--- src/core/acq_scan_pkg.sv ---
package acq_scan_pkg;

	// register map
	localparam logic [7:0] ACQ_CTRL_ADDR = 8'h13;
	localparam int COMPLETE_BIT = 15;
	localparam int TIMEOUT_BIT = 14;
	localparam int READY_BIT = 13;
	localparam int DIAG_HI = 10;
	localparam int DIAG_LO = 8;
	localparam int POLARITY_BIT = 7;
	localparam int OVS_HI = 6;
	localparam int OVS_LO = 4;
	localparam int TRANSFER_BIT = 1;
	localparam int START_BIT = 0;
	localparam logic [15:0] ACQ_CTRL_RESET = 16'h0000;

	// diagnostic selector codes
	localparam logic [2:0] DIAG_SW_SHORT = 3'h1;
	localparam logic [2:0] DIAG_SW_OPEN = 3'h2;
	localparam logic [2:0] DIAG_SENSE_ODD = 3'h5;
	localparam logic [2:0] DIAG_SENSE_EVEN = 3'h6;

	// watchdog timing: expected time per oversample, scaled by the count
	localparam int CLOCK_MHZ = 200;
	localparam int SAMPLE_TIME_NS = 1000;
	localparam int SAMPLE_TIMEOUT_CYC = (SAMPLE_TIME_NS * CLOCK_MHZ + 999) / 1000;
	localparam int TIMER_W = 24;

	typedef enum logic [1:0]
	{
		ACQ_IDLE = 2'b00,
		ACQ_RUN = 2'b01
	} acq_state_type;

	function automatic logic [7:0] oversample_count(input logic [2:0] sel);
		logic [7:0] n;
		n = 8'h01;
		case (sel)
			3'h0: n = 8'h01;
			3'h1: n = 8'h04;
			3'h2: n = 8'h08;
			3'h3: n = 8'h10;
			3'h4: n = 8'h20;
			3'h5: n = 8'h40;
			default: n = 8'h80;
		endcase
		return n;
	endfunction

endpackage

--- src/core/acq_sticky_flag.sv ---
`timescale 1ns/10ps
`default_nettype none
// sticky status bit: hardware sets, a zero written by software clears
module acq_sticky_flag
(
	input wire logic clock,
	input wire logic nrst,
	input wire logic set,
	input wire logic clear,
	output logic flag_r
);
	logic flag_nxt;

	// set beats clear
	// set is tested first so an event in the clearing cycle survives
	assign flag_nxt = set ? 1'b1 : (clear ? 1'b0 : flag_r);

	always_ff @(posedge clock or negedge nrst)
	begin
		if (!nrst)
			flag_r <= 1'b0;
		else
			flag_r <= flag_nxt;
	end
endmodule
`default_nettype wire

--- src/core/acquisition_scan_control.sv ---
// What this block does
// set complete flag when acquisition finishes
// complete flag clears only on zero write
// no new acquisition while complete flag set
// timeout flag when acquisition overruns scaled duration
// timeout flag holds until zero write
// watchdog disabled by configuration bit
// ready flag set when results copied
// all results copied in one transfer
// ready flag clears on zero write only
// decode diagnostic selector, four tests
// diagnostics override enables, polarity; update alerts
// polarity bit selects bipolar converter range
// start strobe, reads zero, ignored while running
// transfer strobe, ignored while acquisition runs
// oversample code maps to sample count
// hardware set beats software clear
`timescale 1ns/10ps
`default_nettype none
module acquisition_scan_control
#(
	parameter int SAMPLE_TIMEOUT = acq_scan_pkg::SAMPLE_TIMEOUT_CYC
)
(
	input wire logic clock,
	input wire logic nrst,
	input wire logic reg_wr,
	input wire logic reg_rd,
	input wire logic [7:0] reg_addr,
	input wire logic [15:0] reg_wdata,
	input wire logic acquisition_watchdog_enable,
	input wire logic conversion_done,
	output logic [15:0] reg_rdata_r,
	output logic reg_rvalid_r,
	output logic acq_start_r,
	output logic acq_active_r,
	output logic results_copy_r,
	output logic balance_alert_update_r,
	output logic diag_override_r,
	output logic [3:0] diag_test_r,
	output logic bipolar_mode_r,
	output logic [7:0] oversample_count_r
);
	import acq_scan_pkg::*;

	//****************************************
	// register decode
	//****************************************
	logic [2:0] diag_sel_r;
	logic polarity_r;
	logic [2:0] ovs_sel_r;
	logic complete_flag, timeout_flag, ready_flag;
	acq_state_type state_r, state_nxt;
	logic [TIMER_W-1:0] timer_r, timer_nxt;

	wire hit_wr = reg_wr && (reg_addr == ACQ_CTRL_ADDR);
	wire hit_rd = reg_rd && (reg_addr == ACQ_CTRL_ADDR);
	wire running = (state_r == ACQ_RUN);
	// start ignored while running
	// refused while complete flag set
	wire start_ok = hit_wr && reg_wdata[START_BIT] && !running
		&& !complete_flag;
	// transfer ignored in acquisition
	wire copy_ok = hit_wr && reg_wdata[TRANSFER_BIT] && !running;
	wire [TIMER_W-1:0] limit = TIMER_W'(SAMPLE_TIMEOUT)
		* TIMER_W'(oversample_count(ovs_sel_r));
	// watchdog gated by config bit
	wire wd_expire = running && !conversion_done
		&& !acquisition_watchdog_enable && (timer_r >= limit - 1'b1);
	wire finish = running && conversion_done;
	wire diag_on = (diag_sel_r == DIAG_SW_SHORT)
		|| (diag_sel_r == DIAG_SW_OPEN)
		|| (diag_sel_r == DIAG_SENSE_ODD)
		|| (diag_sel_r == DIAG_SENSE_EVEN);
	wire [15:0] read_word = {complete_flag, timeout_flag, ready_flag,
		2'b00, diag_sel_r, polarity_r, ovs_sel_r, 4'h0};

	//****************************************
	// status flags
	//****************************************
	// complete flag set on finish
	// cleared only by zero write
	acq_sticky_flag u_complete
	(
		.clock(clock),
		.nrst(nrst),
		.set(finish),
		.clear(hit_wr && !reg_wdata[COMPLETE_BIT]),
		.flag_r(complete_flag)
	);
	// timeout flag on watchdog expiry
	// held until zero write
	acq_sticky_flag u_timeout
	(
		.clock(clock),
		.nrst(nrst),
		.set(wd_expire),
		.clear(hit_wr && !reg_wdata[TIMEOUT_BIT]),
		.flag_r(timeout_flag)
	);
	// ready set with the copy
	// cleared by zero write
	acq_sticky_flag u_ready
	(
		.clock(clock),
		.nrst(nrst),
		.set(copy_ok),
		.clear(hit_wr && !reg_wdata[READY_BIT]),
		.flag_r(ready_flag)
	);

	//****************************************
	// acquisition sequencer
	//****************************************
	always_comb
	begin
		state_nxt = state_r;
		timer_nxt = timer_r;
		case (state_r)
			ACQ_IDLE:
			begin
				timer_nxt = '0;
				if (start_ok)
					state_nxt = ACQ_RUN;
			end
			ACQ_RUN:
			begin
				// duration scaled by oversamples
				timer_nxt = timer_r + 1'b1;
				if (finish || wd_expire)
					state_nxt = ACQ_IDLE;
			end
			default: state_nxt = ACQ_IDLE;
		endcase
	end

	always_ff @(posedge clock or negedge nrst)
	begin
		if (!nrst)
		begin
			state_r <= ACQ_IDLE;
			timer_r <= '0;
		end
		else
		begin
			state_r <= state_nxt;
			timer_r <= timer_nxt;
		end
	end

	//****************************************
	// configuration fields
	//****************************************
	// the strobe bits are never stored, so they read back as zero
	always_ff @(posedge clock or negedge nrst)
	begin
		if (!nrst)
		begin
			diag_sel_r <= ACQ_CTRL_RESET[DIAG_HI:DIAG_LO];
			polarity_r <= ACQ_CTRL_RESET[POLARITY_BIT];
			ovs_sel_r <= ACQ_CTRL_RESET[OVS_HI:OVS_LO];
		end
		else if (hit_wr)
		begin
			diag_sel_r <= reg_wdata[DIAG_HI:DIAG_LO];
			polarity_r <= reg_wdata[POLARITY_BIT];
			ovs_sel_r <= reg_wdata[OVS_HI:OVS_LO];
		end
	end

	//****************************************
	// outputs
	//****************************************
	always_ff @(posedge clock or negedge nrst)
	begin
		if (!nrst)
		begin
			reg_rdata_r <= 16'h0000;
			reg_rvalid_r <= 1'b0;
			acq_start_r <= 1'b0;
			acq_active_r <= 1'b0;
			results_copy_r <= 1'b0;
			balance_alert_update_r <= 1'b0;
			diag_override_r <= 1'b0;
			diag_test_r <= 4'h0;
			bipolar_mode_r <= 1'b0;
			oversample_count_r <= 8'h01;
		end
		else
		begin
			// unmapped reads answer zero
			reg_rdata_r <= hit_rd ? read_word : 16'h0000;
			reg_rvalid_r <= reg_rd;
			acq_start_r <= start_ok;
			acq_active_r <= (state_nxt == ACQ_RUN);
			// single pulse copies every result
			results_copy_r <= copy_ok;
			// alerts compared when diagnostic run finishes with conversion_done, not on watchdog expiry
			balance_alert_update_r <= finish && diag_on;
			// override only during acquisition
			diag_override_r <= (state_nxt == ACQ_RUN) && diag_on;
			// one-hot test decode
			diag_test_r <= {diag_sel_r == DIAG_SENSE_EVEN,
				diag_sel_r == DIAG_SENSE_ODD,
				diag_sel_r == DIAG_SW_OPEN,
				diag_sel_r == DIAG_SW_SHORT};
			// bipolar when polarity bit set
			bipolar_mode_r <= polarity_r;
			// oversample code to count
			oversample_count_r <= oversample_count(ovs_sel_r);
		end
	end

	//****************************************
	// assertions
	//****************************************
	a_complete_sets: assert property (@(posedge clock) disable iff (!nrst)
		finish |=> complete_flag)
		else $error("complete flag not set after finish");
	a_complete_holds: assert property (@(posedge clock) disable iff (!nrst)
		complete_flag && !(hit_wr && !reg_wdata[COMPLETE_BIT]) |=> complete_flag)
		else $error("complete flag dropped without zero write");
	a_start_refused: assert property (@(posedge clock) disable iff (!nrst)
		hit_wr && reg_wdata[START_BIT] && complete_flag |=> !acq_start_r)
		else $error("acquisition started with complete flag set");
	a_timeout_sets: assert property (@(posedge clock) disable iff (!nrst)
		wd_expire |=> timeout_flag && !acq_active_r)
		else $error("watchdog expiry not flagged");
	a_timeout_holds: assert property (@(posedge clock) disable iff (!nrst)
		timeout_flag && !(hit_wr && !reg_wdata[TIMEOUT_BIT]) |=> timeout_flag)
		else $error("timeout flag dropped without zero write");
	a_watchdog_off: assert property (@(posedge clock) disable iff (!nrst)
		acquisition_watchdog_enable && !timeout_flag |=> !timeout_flag)
		else $error("timeout raised with watchdog disabled");
	a_ready_copy: assert property (@(posedge clock) disable iff (!nrst)
		results_copy_r |-> ready_flag)
		else $error("copy without ready flag");
	a_copy_once: assert property (@(posedge clock) disable iff (!nrst)
		results_copy_r |-> !$past(acq_active_r))
		else $error("copy during acquisition");
	a_copy_busy: assert property (@(posedge clock) disable iff (!nrst)
		running && hit_wr && reg_wdata[TRANSFER_BIT] |=> !results_copy_r)
		else $error("copy accepted during acquisition");
	a_ready_keep: assert property (@(posedge clock) disable iff (!nrst)
		ready_flag && hit_wr && reg_wdata[READY_BIT] |=> ready_flag)
		else $error("ready cleared by writing one");
	a_diag_decode: assert property (@(posedge clock) disable iff (!nrst)
		diag_test_r != 4'h0 |-> $onehot(diag_test_r))
		else $error("diagnostic decode not one-hot");
	a_start_busy: assert property (@(posedge clock) disable iff (!nrst)
		running && hit_wr && reg_wdata[START_BIT] |=> !acq_start_r)
		else $error("start accepted while running");
	a_set_wins: assert property (@(posedge clock) disable iff (!nrst)
		copy_ok && !reg_wdata[READY_BIT] |=> ready_flag)
		else $error("ready set lost to clear");
endmodule
`default_nettype wire

--- config.mk ---
export PLATFORM = sky130hd
export DESIGN_NAME = acquisition_scan_control
export DESIGN_NICKNAME = d
export VERILOG_FILES = /design/src/core/acq_scan_pkg.sv /design/src/core/acq_sticky_flag.sv /design/src/core/acquisition_scan_control.sv
export SDC_FILE = /design/constraint.sdc
export NUM_CORES = 1
export LEC_CHECK = 0
export BUFFER_PORTS_ARGS = -buffer_cell sky130_fd_sc_hd__buf_2
export CAP_MARGIN = 15
export CORE_UTILIZATION = 51
export DETAILED_ROUTE_END_ITERATION = 6
export GPL_ROUTABILITY_DRIVEN = 0
export PLACE_DENSITY_LB_ADDON = 0.3
export SLEW_MARGIN = 0
export SYNTH_ARGS = -nofsm -noshare
export SYNTH_HDL_FRONTEND = slang
export SYNTH_HIERARCHICAL = 1
export SYNTH_SLANG_ARGS = --single-unit
--- constraint.sdc ---
create_clock -name clock -period 4.23 [get_ports clock]
set_input_delay 1.0575 -clock clock [delete_from_list [all_inputs] [get_ports clock]]
set_output_delay 1.0575 -clock clock [all_outputs]
set_load 0.01 [all_outputs]
==> results of run 1 <==
## kinds of logic (layout without fill, tap and decap cells)
group           Yosys count  after routing  share of synthesized area
simple gates            139            139                      0.204
compound gates           92             92                      0.151
flops                    64             64                      0.418
fa+ha+maj                39             39                      0.129
buf+inv                  33            121                     0.0398
mux                      11             11                     0.0310
xor+xnor                 10             10                     0.0264
other cells               1             10                   0.000978
## timing repair
action / CTS / global route
hold endpoints to repair: 0 / 0
endpoints found under the setup margin: 4 / 4
gates resized for setup: 8 / 18
setup buffers: 6 / 3
pin swaps: 13 / 9
## layer usage
layer,up-vias,routed length (um),GRT usage
met2,78,4580,0.434
met3,15,315,0.0606
met5,-,0,0
met4,0,143,0.0865
li1,1581,-,-
met1,1569,3590,0.281
## state kept, by name, indices dropped and copies added (netlist names)
signal,flops
timer_r,24
reg_rdata_r,10
oversample_count_r,7
diag_test_r,4
diag_sel_r,3
ovs_sel_r,3
state_r,2
acq_active_r,1
acq_start_r,1
balance_alert_update_r,1
bipolar_mode_r,1
diag_override_r,1
polarity_r,1
reg_rvalid_r,1
results_copy_r,1
u_complete/flag_r,1
u_ready/flag_r,1
u_timeout/flag_r,1
## synth_stat cells, types with 2 or more instances
cell type and count:
buf_2 2, nor4b_1 2, o31ai_1 6, nand2_1 24
and3b_1 2, o21a_1 2, nor2_1 27, o21ai_1 21
or3_1 5, a21o_1 9, a21oi_1 14, nand3_1 10
nand2b_1 4, or2_1 2, nor3_1 5, buf_4 7
mux2i_1 4, nor3b_1 7, dfrtp_1 63, or2_2 2
a311oi_1 2, inv_1 12, a41oi_1 2, and3_1 8
mux2_1 5, clkbuf_1 11, a31oi_1 5, mux2_2 2
xnor2_1 8, o21ai_0 18, ha_1 38, nand4_1 11
a211oi_1 2, and2_1 15, nand3b_1 5, nor4_1 3
## power by group through the flow
stage | logic [mW] | clock network, mW | registers (mW)
floorplan | 0.116 | 0 | 0.641
global placement | 0.175 | 0 | 0.644
detailed placement | 0.181 | 0 | 0.644
CTS | 0.187 | 0.471 | 0.633
global route | 0.218 | 0.497 | 0.634
finish | 0.193 | 0.464 | 0.633
## worst register-to-register path, cell delays in order (launching register included)
cell and delay (ns):
dfrtp_1 0.43, nand3b_1 0.21, ha_2 0.24, nor2_4 0.12, ha_4 0.21, ha_4 0.21, ha_4 0.21, ha_4 0.29
or3b_1 0.11, nand3_1 0.06, or3b_4 0.39, nor4b_4 0.22, xnor3_1 0.29, ha_4 0.28, nand4_1 0.13, a311o_1 0.34
a2111oi_4 0.36, a21o_1 0.11
## area by class of cell
| class | count | share of cell area |
|---|---|---|
| well taps | 99 | 0.0255 |
| repair buffers | 93 | 0.116 |
| flip-flops and latches | 64 | 0.330 |
| clock inverters | 3 | 0.00360 |
| inverters | 13 | 0.0105 |
| multi-input cells | 301 | 0.482 |
| clock buffers | 12 | 0.0319 |
## final timing paths
path,slack (ns),to
worst max-delay path,-0.05,u_timeout/flag_r
worst min-delay path,0.40,bipolar_mode_r
worst max register to register,-0.05,u_timeout/flag_r
worst min register to register,0.40,bipolar_mode_r
max in group asynchronous,2.50,oversample_count_r[0]
min in group asynchronous,0.80,reg_rdata_r[8]
## metrics by stage
| step | area [um^2] | setup TNS, ns | util | setup slack (ns) | hold slack [ns] |
|---|---|---|---|---|---|
| 4_1_cts | 4740 | -0.0764 | 0.653 | -0.0764 | 0.403 |
| 3_5_place_dp | 4480 | -0.604 | 0.618 | -0.197 | 0.386 |
| 6_report | 4870 | -0.0514 | 0.671 | -0.0514 | 0.399 |
| 2_1_floorplan | 3980 | -0.0430 | - | -0.0430 | 0.363 |
| 3_3_place_gp | 4480 | -0.338 | 0.618 | -0.122 | 0.368 |
| 5_1_grt | 4870 | -0.720 | 0.671 | -0.254 | 0.417 |
==> results.sh, run 1 <==
export IMPL_worst_slew_pin_slew_ns=1.09
export IMPL_synthTopCellsByArea="dfrtp_1, ha_1, o21ai_1"
export IMPL_synthCells=389
export IMPL_numCtsBuffers=9
export IMPL_seq_area_frac_synth=0.418
export IMPL_first_pass_iters=4
export IMPL_final_common_cell="dfrtp_1"
export IMPL_setup_violations=1
export IMPL_crit_buf_inv=0
export IMPL_max_vdd_ir_drop_v=0.000201
export IMPL_cts_clk_slew_worst_paths_ns=0.06
export IMPL_grt_max_degree=38
export IMPL_cp_top_family="adder cells"
export IMPL_max_cap_viol_count=0
export IMPL_fmax_mhz=234
export IMPL_h_tree_depth=3
export IMPL_netlist_area_mm2=0.00383
export IMPL_switching_power_uw=335
export IMPL_fin_crit_ns=4.28
export IMPL_status="finished with violations"
export IMPL_dp_cells=560
export IMPL_core_mm2=0.00725
export IMPL_num_antenna_cells=0
export IMPL_p_sw_frac=0.259
export IMPL_route_detailed_drc=0
export IMPL_cp_end_kind="flop"
export IMPL_synth_edf_count=0
export IMPL_synth_seq_cells=64
export IMPL_path_cells="nand3b_1 > ha_2 > nor2_4 > ha_4 > ha_4 > ha_4 > ha_4 > or3b_1 > nand3_1 > or3b_4 > nor4b_4 > xnor3_1 > ha_4 > nand4_1 > a311o_1 > a2111oi_4 > a21o_1"
export IMPL_port_buffers=53
export IMPL_wl_per_cell_um=14.7
export IMPL_clock_sinks=64
export IMPL_grt_use_total=0.242
export IMPL_p_int_uw=956
export IMPL_multiInputGateArea_mm2=0.00235
export IMPL_startpoint="ovs_sel_r[1]"
export IMPL_reg2reg_from="ovs_sel_r[1]"
export IMPL_yosysTopAreaCellShare=0.411
export IMPL_crit_fanout=7
export IMPL_hold_viol_final=0
export IMPL_start_kind="flop"
export IMPL_dp_hpwl_mm=6.20
export IMPL_ff2ff_path_depth=17
export IMPL_num_vias=3243
export IMPL_finalNonFillerCells=585
export IMPL_clkLatencyLatePin_ns=0.34
export IMPL_grt_overflow=0
export IMPL_critPathKind="flop to flop"
export IMPL_dieArea_mm2=0.00787
export IMPL_die_width_um=88.7
export IMPL_whs_path_depth=0
export IMPL_grt_pass1_wl_mm=14.5
export IMPL_grt_setup_unrepaired="true"
export IMPL_fin_nets=551
export IMPL_die_h_um=88.7
export IMPL_ys_warnings_count=6
export IMPL_cellPowerDensity_mw_per_mm2=265
export IMPL_final_setup_worst_slack_ns=-0.0514
export IMPL_dr_first_iter_drc_count=81
export IMPL_wirelength_mm=8.62
export IMPL_clockRootBuffer="clkbuf_8"
export IMPL_io_pins=65
export IMPL_syn_to_final_growth_pct=26.9
export IMPL_final_cell_mix="dfrtp_1, buf_2, buf_4"
export IMPL_violations="setup timing"
export IMPL_pwr_share_comb=0.150
export IMPL_initial_utilization=0.529
export IMPL_power_total_mw=1.29
export IMPL_worstPathArrival_ns=4.56
export IMPL_grt_pass1_vias=3206
export IMPL_maxSlewViolCount=0
export IMPL_critPathRequiredTime_ns=4.51
export IMPL_p_seq_frac=0.491
export IMPL_crit_cells=17
export IMPL_hold_path_class="flop to flop"
export IMPL_finClkSkew_ns=0.00644
export IMPL_synthFlopType="dfrtp_1"
export IMPL_seq_area_mm2=0.00161
export IMPL_hold_start="polarity_r"
export IMPL_clkPwrFrac=0.360
export IMPL_layout_drive_gt1_share=0.311
export IMPL_ant_nets=0
export IMPL_vias_per_cell=5.54
export IMPL_clk_path_buf_depth=2
export IMPL_async_reset_ff_frac=1.00
export IMPL_slew_headroom=0.265
export IMPL_p_leak_nw=2.45
export IMPL_slowest_stage="dfrtp_1"
export IMPL_ctsHoldBuffers=0
export IMPL_fin_crit_sh=1.01
export IMPL_antenna_found_initial=0
export IMPL_synth_largest_area_cell="dfrtp_1"
export IMPL_synth_distinct_cells=60
export IMPL_cpMostUsedCell="ha_4"
export IMPL_fillers=555
export IMPL_cts_tree="built"
export IMPL_syn_avg_cell_area_um2=9.86
export IMPL_rows=31
export IMPL_crit_path_max_incr_delay_ns=0.43
No activity file was read; power rests on OpenSTA's default activity.
==> run 2, diff against run 1 <==
--- a/config.mk
+++ b/config.mk
@@ -7,7 +7,7 @@
 export LEC_CHECK = 0
 export BUFFER_PORTS_ARGS = -buffer_cell sky130_fd_sc_hd__buf_2
 export CAP_MARGIN = 15
-export CORE_UTILIZATION = 51
+export CORE_UTILIZATION = 52
 export DETAILED_ROUTE_END_ITERATION = 6
 export GPL_ROUTABILITY_DRIVEN = 0
 export PLACE_DENSITY_LB_ADDON = 0.3
==> constraint.sdc (replaced) <==
create_clock -name clock -period 4.84 [get_ports clock]
set_input_delay 1.21 -clock clock [delete_from_list [all_inputs] [get_ports clock]]
set_output_delay 1.21 -clock clock [all_outputs]
set_load 0.01 [all_outputs]
==> results.sh, run 2 (same netlist as run 1, synthesis figures left out) <==
export IMPL_ant_nets=0
export IMPL_p_int_uw=894
export IMPL_cts_tree="built"
export IMPL_crit_fanout=4
export IMPL_pwr_share_comb=0.122
export IMPL_wl_per_cell_um=15.0
export IMPL_ctsHoldBuffers=0
export IMPL_grt_pass1_wl_mm=14.0
export IMPL_slew_headroom=0.332
export IMPL_start_kind="flop"
export IMPL_grt_overflow=0
export IMPL_clkLatencyLatePin_ns=0.36
export IMPL_num_antenna_cells=0
export IMPL_fin_nets=521
export IMPL_wl_met1_mm=3.57
export IMPL_status="completed"
export IMPL_ff2ff_path_depth=18
export IMPL_die_width_um=87.9
export IMPL_syn_to_final_growth_pct=16.7
export IMPL_fin_crit_ns=4.63
export IMPL_finClkSkew_ns=0.0119
export IMPL_routed_top_layer="met4"
export IMPL_worst_slew_pin_slew_ns=0.994
export IMPL_dr_wl_met3_um=433
export IMPL_postCtsSetupBuffers=0
export IMPL_reg2reg_from="ovs_sel_r[0]"
export IMPL_wl_met2_mm=4.15
export IMPL_clk_path_buf_depth=2
export IMPL_worstReg2RegEnd="u_timeout/flag_r"
export IMPL_dp_hpwl_mm=5.88
export IMPL_rows=30
export IMPL_tns_ns=0
export IMPL_dieArea_mm2=0.00772
export IMPL_cts_clk_slew_worst_paths_ns=0.07
export IMPL_worstPathArrival_ns=4.92
export IMPL_grt_max_degree=38
export IMPL_vias_per_cell=5.65
export IMPL_layout_drive_gt1_share=0.217
export IMPL_h_tree_depth=3
export IMPL_hold_viol_final=0
export IMPL_reg_largest_list="timer_r (24), reg_rdata_r (10), oversample_count_r (7)"
export IMPL_finalNonFillerCells=552
export IMPL_fmax_mhz=216
export IMPL_cp_end_kind="flop"
export IMPL_clkPwrFrac=0.411
export IMPL_die_h_um=87.9
export IMPL_fin_crit_sh=0.956
export IMPL_initial_utilization=0.552
export IMPL_dp_cells=537
export IMPL_hold_path_class="flop to flop"
export IMPL_setup_violations=0
export IMPL_p_seq_frac=0.466
export IMPL_critPathRequiredTime_ns=5.14
export IMPL_worst_r2r_setup_slack_ns=0.21
export IMPL_wirelength_mm=8.29
export IMPL_switching_power_uw=291
export IMPL_maxSlewViolCount=0
export IMPL_p_leak_nw=2.32
export IMPL_critPathKind="flop to flop"
export IMPL_num_vias=3118
export IMPL_clockRootBuffer="clkbuf_8"
export IMPL_cellPowerDensity_mw_per_mm2=265
export IMPL_clock_sinks=64
export IMPL_grt_pass1_vias=3046
export IMPL_first_pass_iters=5
export IMPL_max_vdd_ir_drop_v=0.000240
export IMPL_antenna_found_initial=0
export IMPL_final_common_cell="dfrtp_1"
export IMPL_max_cap_viol_count=0
export IMPL_p_sw_frac=0.246
export IMPL_utilization=0.645
export IMPL_final_cell_mix="dfrtp_1, buf_2, ha_1"
export IMPL_core_mm2=0.00694
export IMPL_largest_reg_flops=24
export IMPL_top_register="timer_r"
export IMPL_numCtsBuffers=9
export IMPL_whs_path_depth=0
export IMPL_grt_use_total=0.239
export IMPL_dr_first_iter_drc_count=119
export IMPL_worstHoldEndpoint="bipolar_mode_r"
export IMPL_route_detailed_drc=0
export IMPL_port_buffers=53
export IMPL_hold_start="polarity_r"
export IMPL_io_pins=65
==> run 2: cell types whose count changed in the layout (fill, tap and decap cells not counted), moves of 2 or more <==
cell / previous run / this run
ha_1: 27 / 35
buf_4: 38 / 10
ha_4: 10 / 1
o21ai_0: 15 / 18
bufinv_16: 0 / 2
nor2_4: 2 / 0
nor3b_1: 4 / 6
dfrtp_2: 2 / 0
dfrtp_1: 61 / 63
clkbuf_8: 11 / 9
o21ai_1: 23 / 21
==> run 2: through the flow <==
stage | total power [mW] | worst slack (ns) | hold slack, ns | area [um^2]
final | 1.18 | 0.211 | 0.402 | 4480
after global routing | 1.23 | -0.000814 | 0.412 | 4480
after detailed placement | 0.703 | -0.115 | 0.385 | 4230
after floorplan | 0.656 | 0.272 | 0.363 | 3870
after CTS | 1.19 | 0.0214 | 0.400 | 4440
after global placement | 0.698 | 0.0458 | 0.371 | 4230
==> run 2: critical path, stage by stage (launching register included) <==
cell and delay, ns:
dfrtp_1 0.41, inv_2 0.08, nor3b_2 0.36, ha_1 0.30, ha_1 0.29, ha_1 0.29
ha_1 0.32, or2_1 0.27, and3_1 0.24, o221ai_1 0.26, nor4b_4 0.26, xnor3_1 0.25
ha_1 0.31, nand2_1 0.06, o211ai_1 0.19, nor4_1 0.07, buf_4 0.16, a2111oi_2 0.36
a21o_1 0.12
==> run 2: final cells by class <==
cell class	count	area [um^2]
fill	575	2470
multi-input combinational	301	2160
sequential	64	1600
timing repair buffer	63	340
clock buffer	11	131
tap	96	120
clock inverter	4	70.1
inverter	13	48.8
==> run 2: power by group through the flow <==
stage	Sequential [mW]	Combinational, mW	Clock [mW]
6_report	0.552	0.145	0.487
5_1_grt	0.553	0.162	0.520
4_1_cts	0.552	0.143	0.495
3_5_place_dp	0.562	0.141	0
3_3_place_gp	0.562	0.136	0
2_1_floorplan	0.560	0.0963	0
==> run 2: what timing repair did <==
action	in CTS	in global routing
gates resized for setup	2	8
hold endpoints to repair	0	0
endpoints found under the setup margin	1	4
==> run 2: routing by layer <==
metal  vias to the layer above  global-route usage
met1                      1483               0.291
met2                        98               0.412
met5                         -                   0
li1                       1522                   -
met3                        15              0.0650
met4                         0              0.0715
==> run 2: worst max-delay path by stage <==
stage               cells past startpoint         start          endpoint  slack, ns
finish                                 18  ovs_sel_r[0]  u_timeout/flag_r       0.21
global route                           20  ovs_sel_r[0]  u_timeout/flag_r    -0.0008
CTS                                    20  ovs_sel_r[0]  u_timeout/flag_r       0.02
detailed placement                     18  ovs_sel_r[0]  u_timeout/flag_r      -0.12
global placement                       18  ovs_sel_r[0]  u_timeout/flag_r       0.05
floorplan                              20  ovs_sel_r[0]  u_timeout/flag_r       0.27
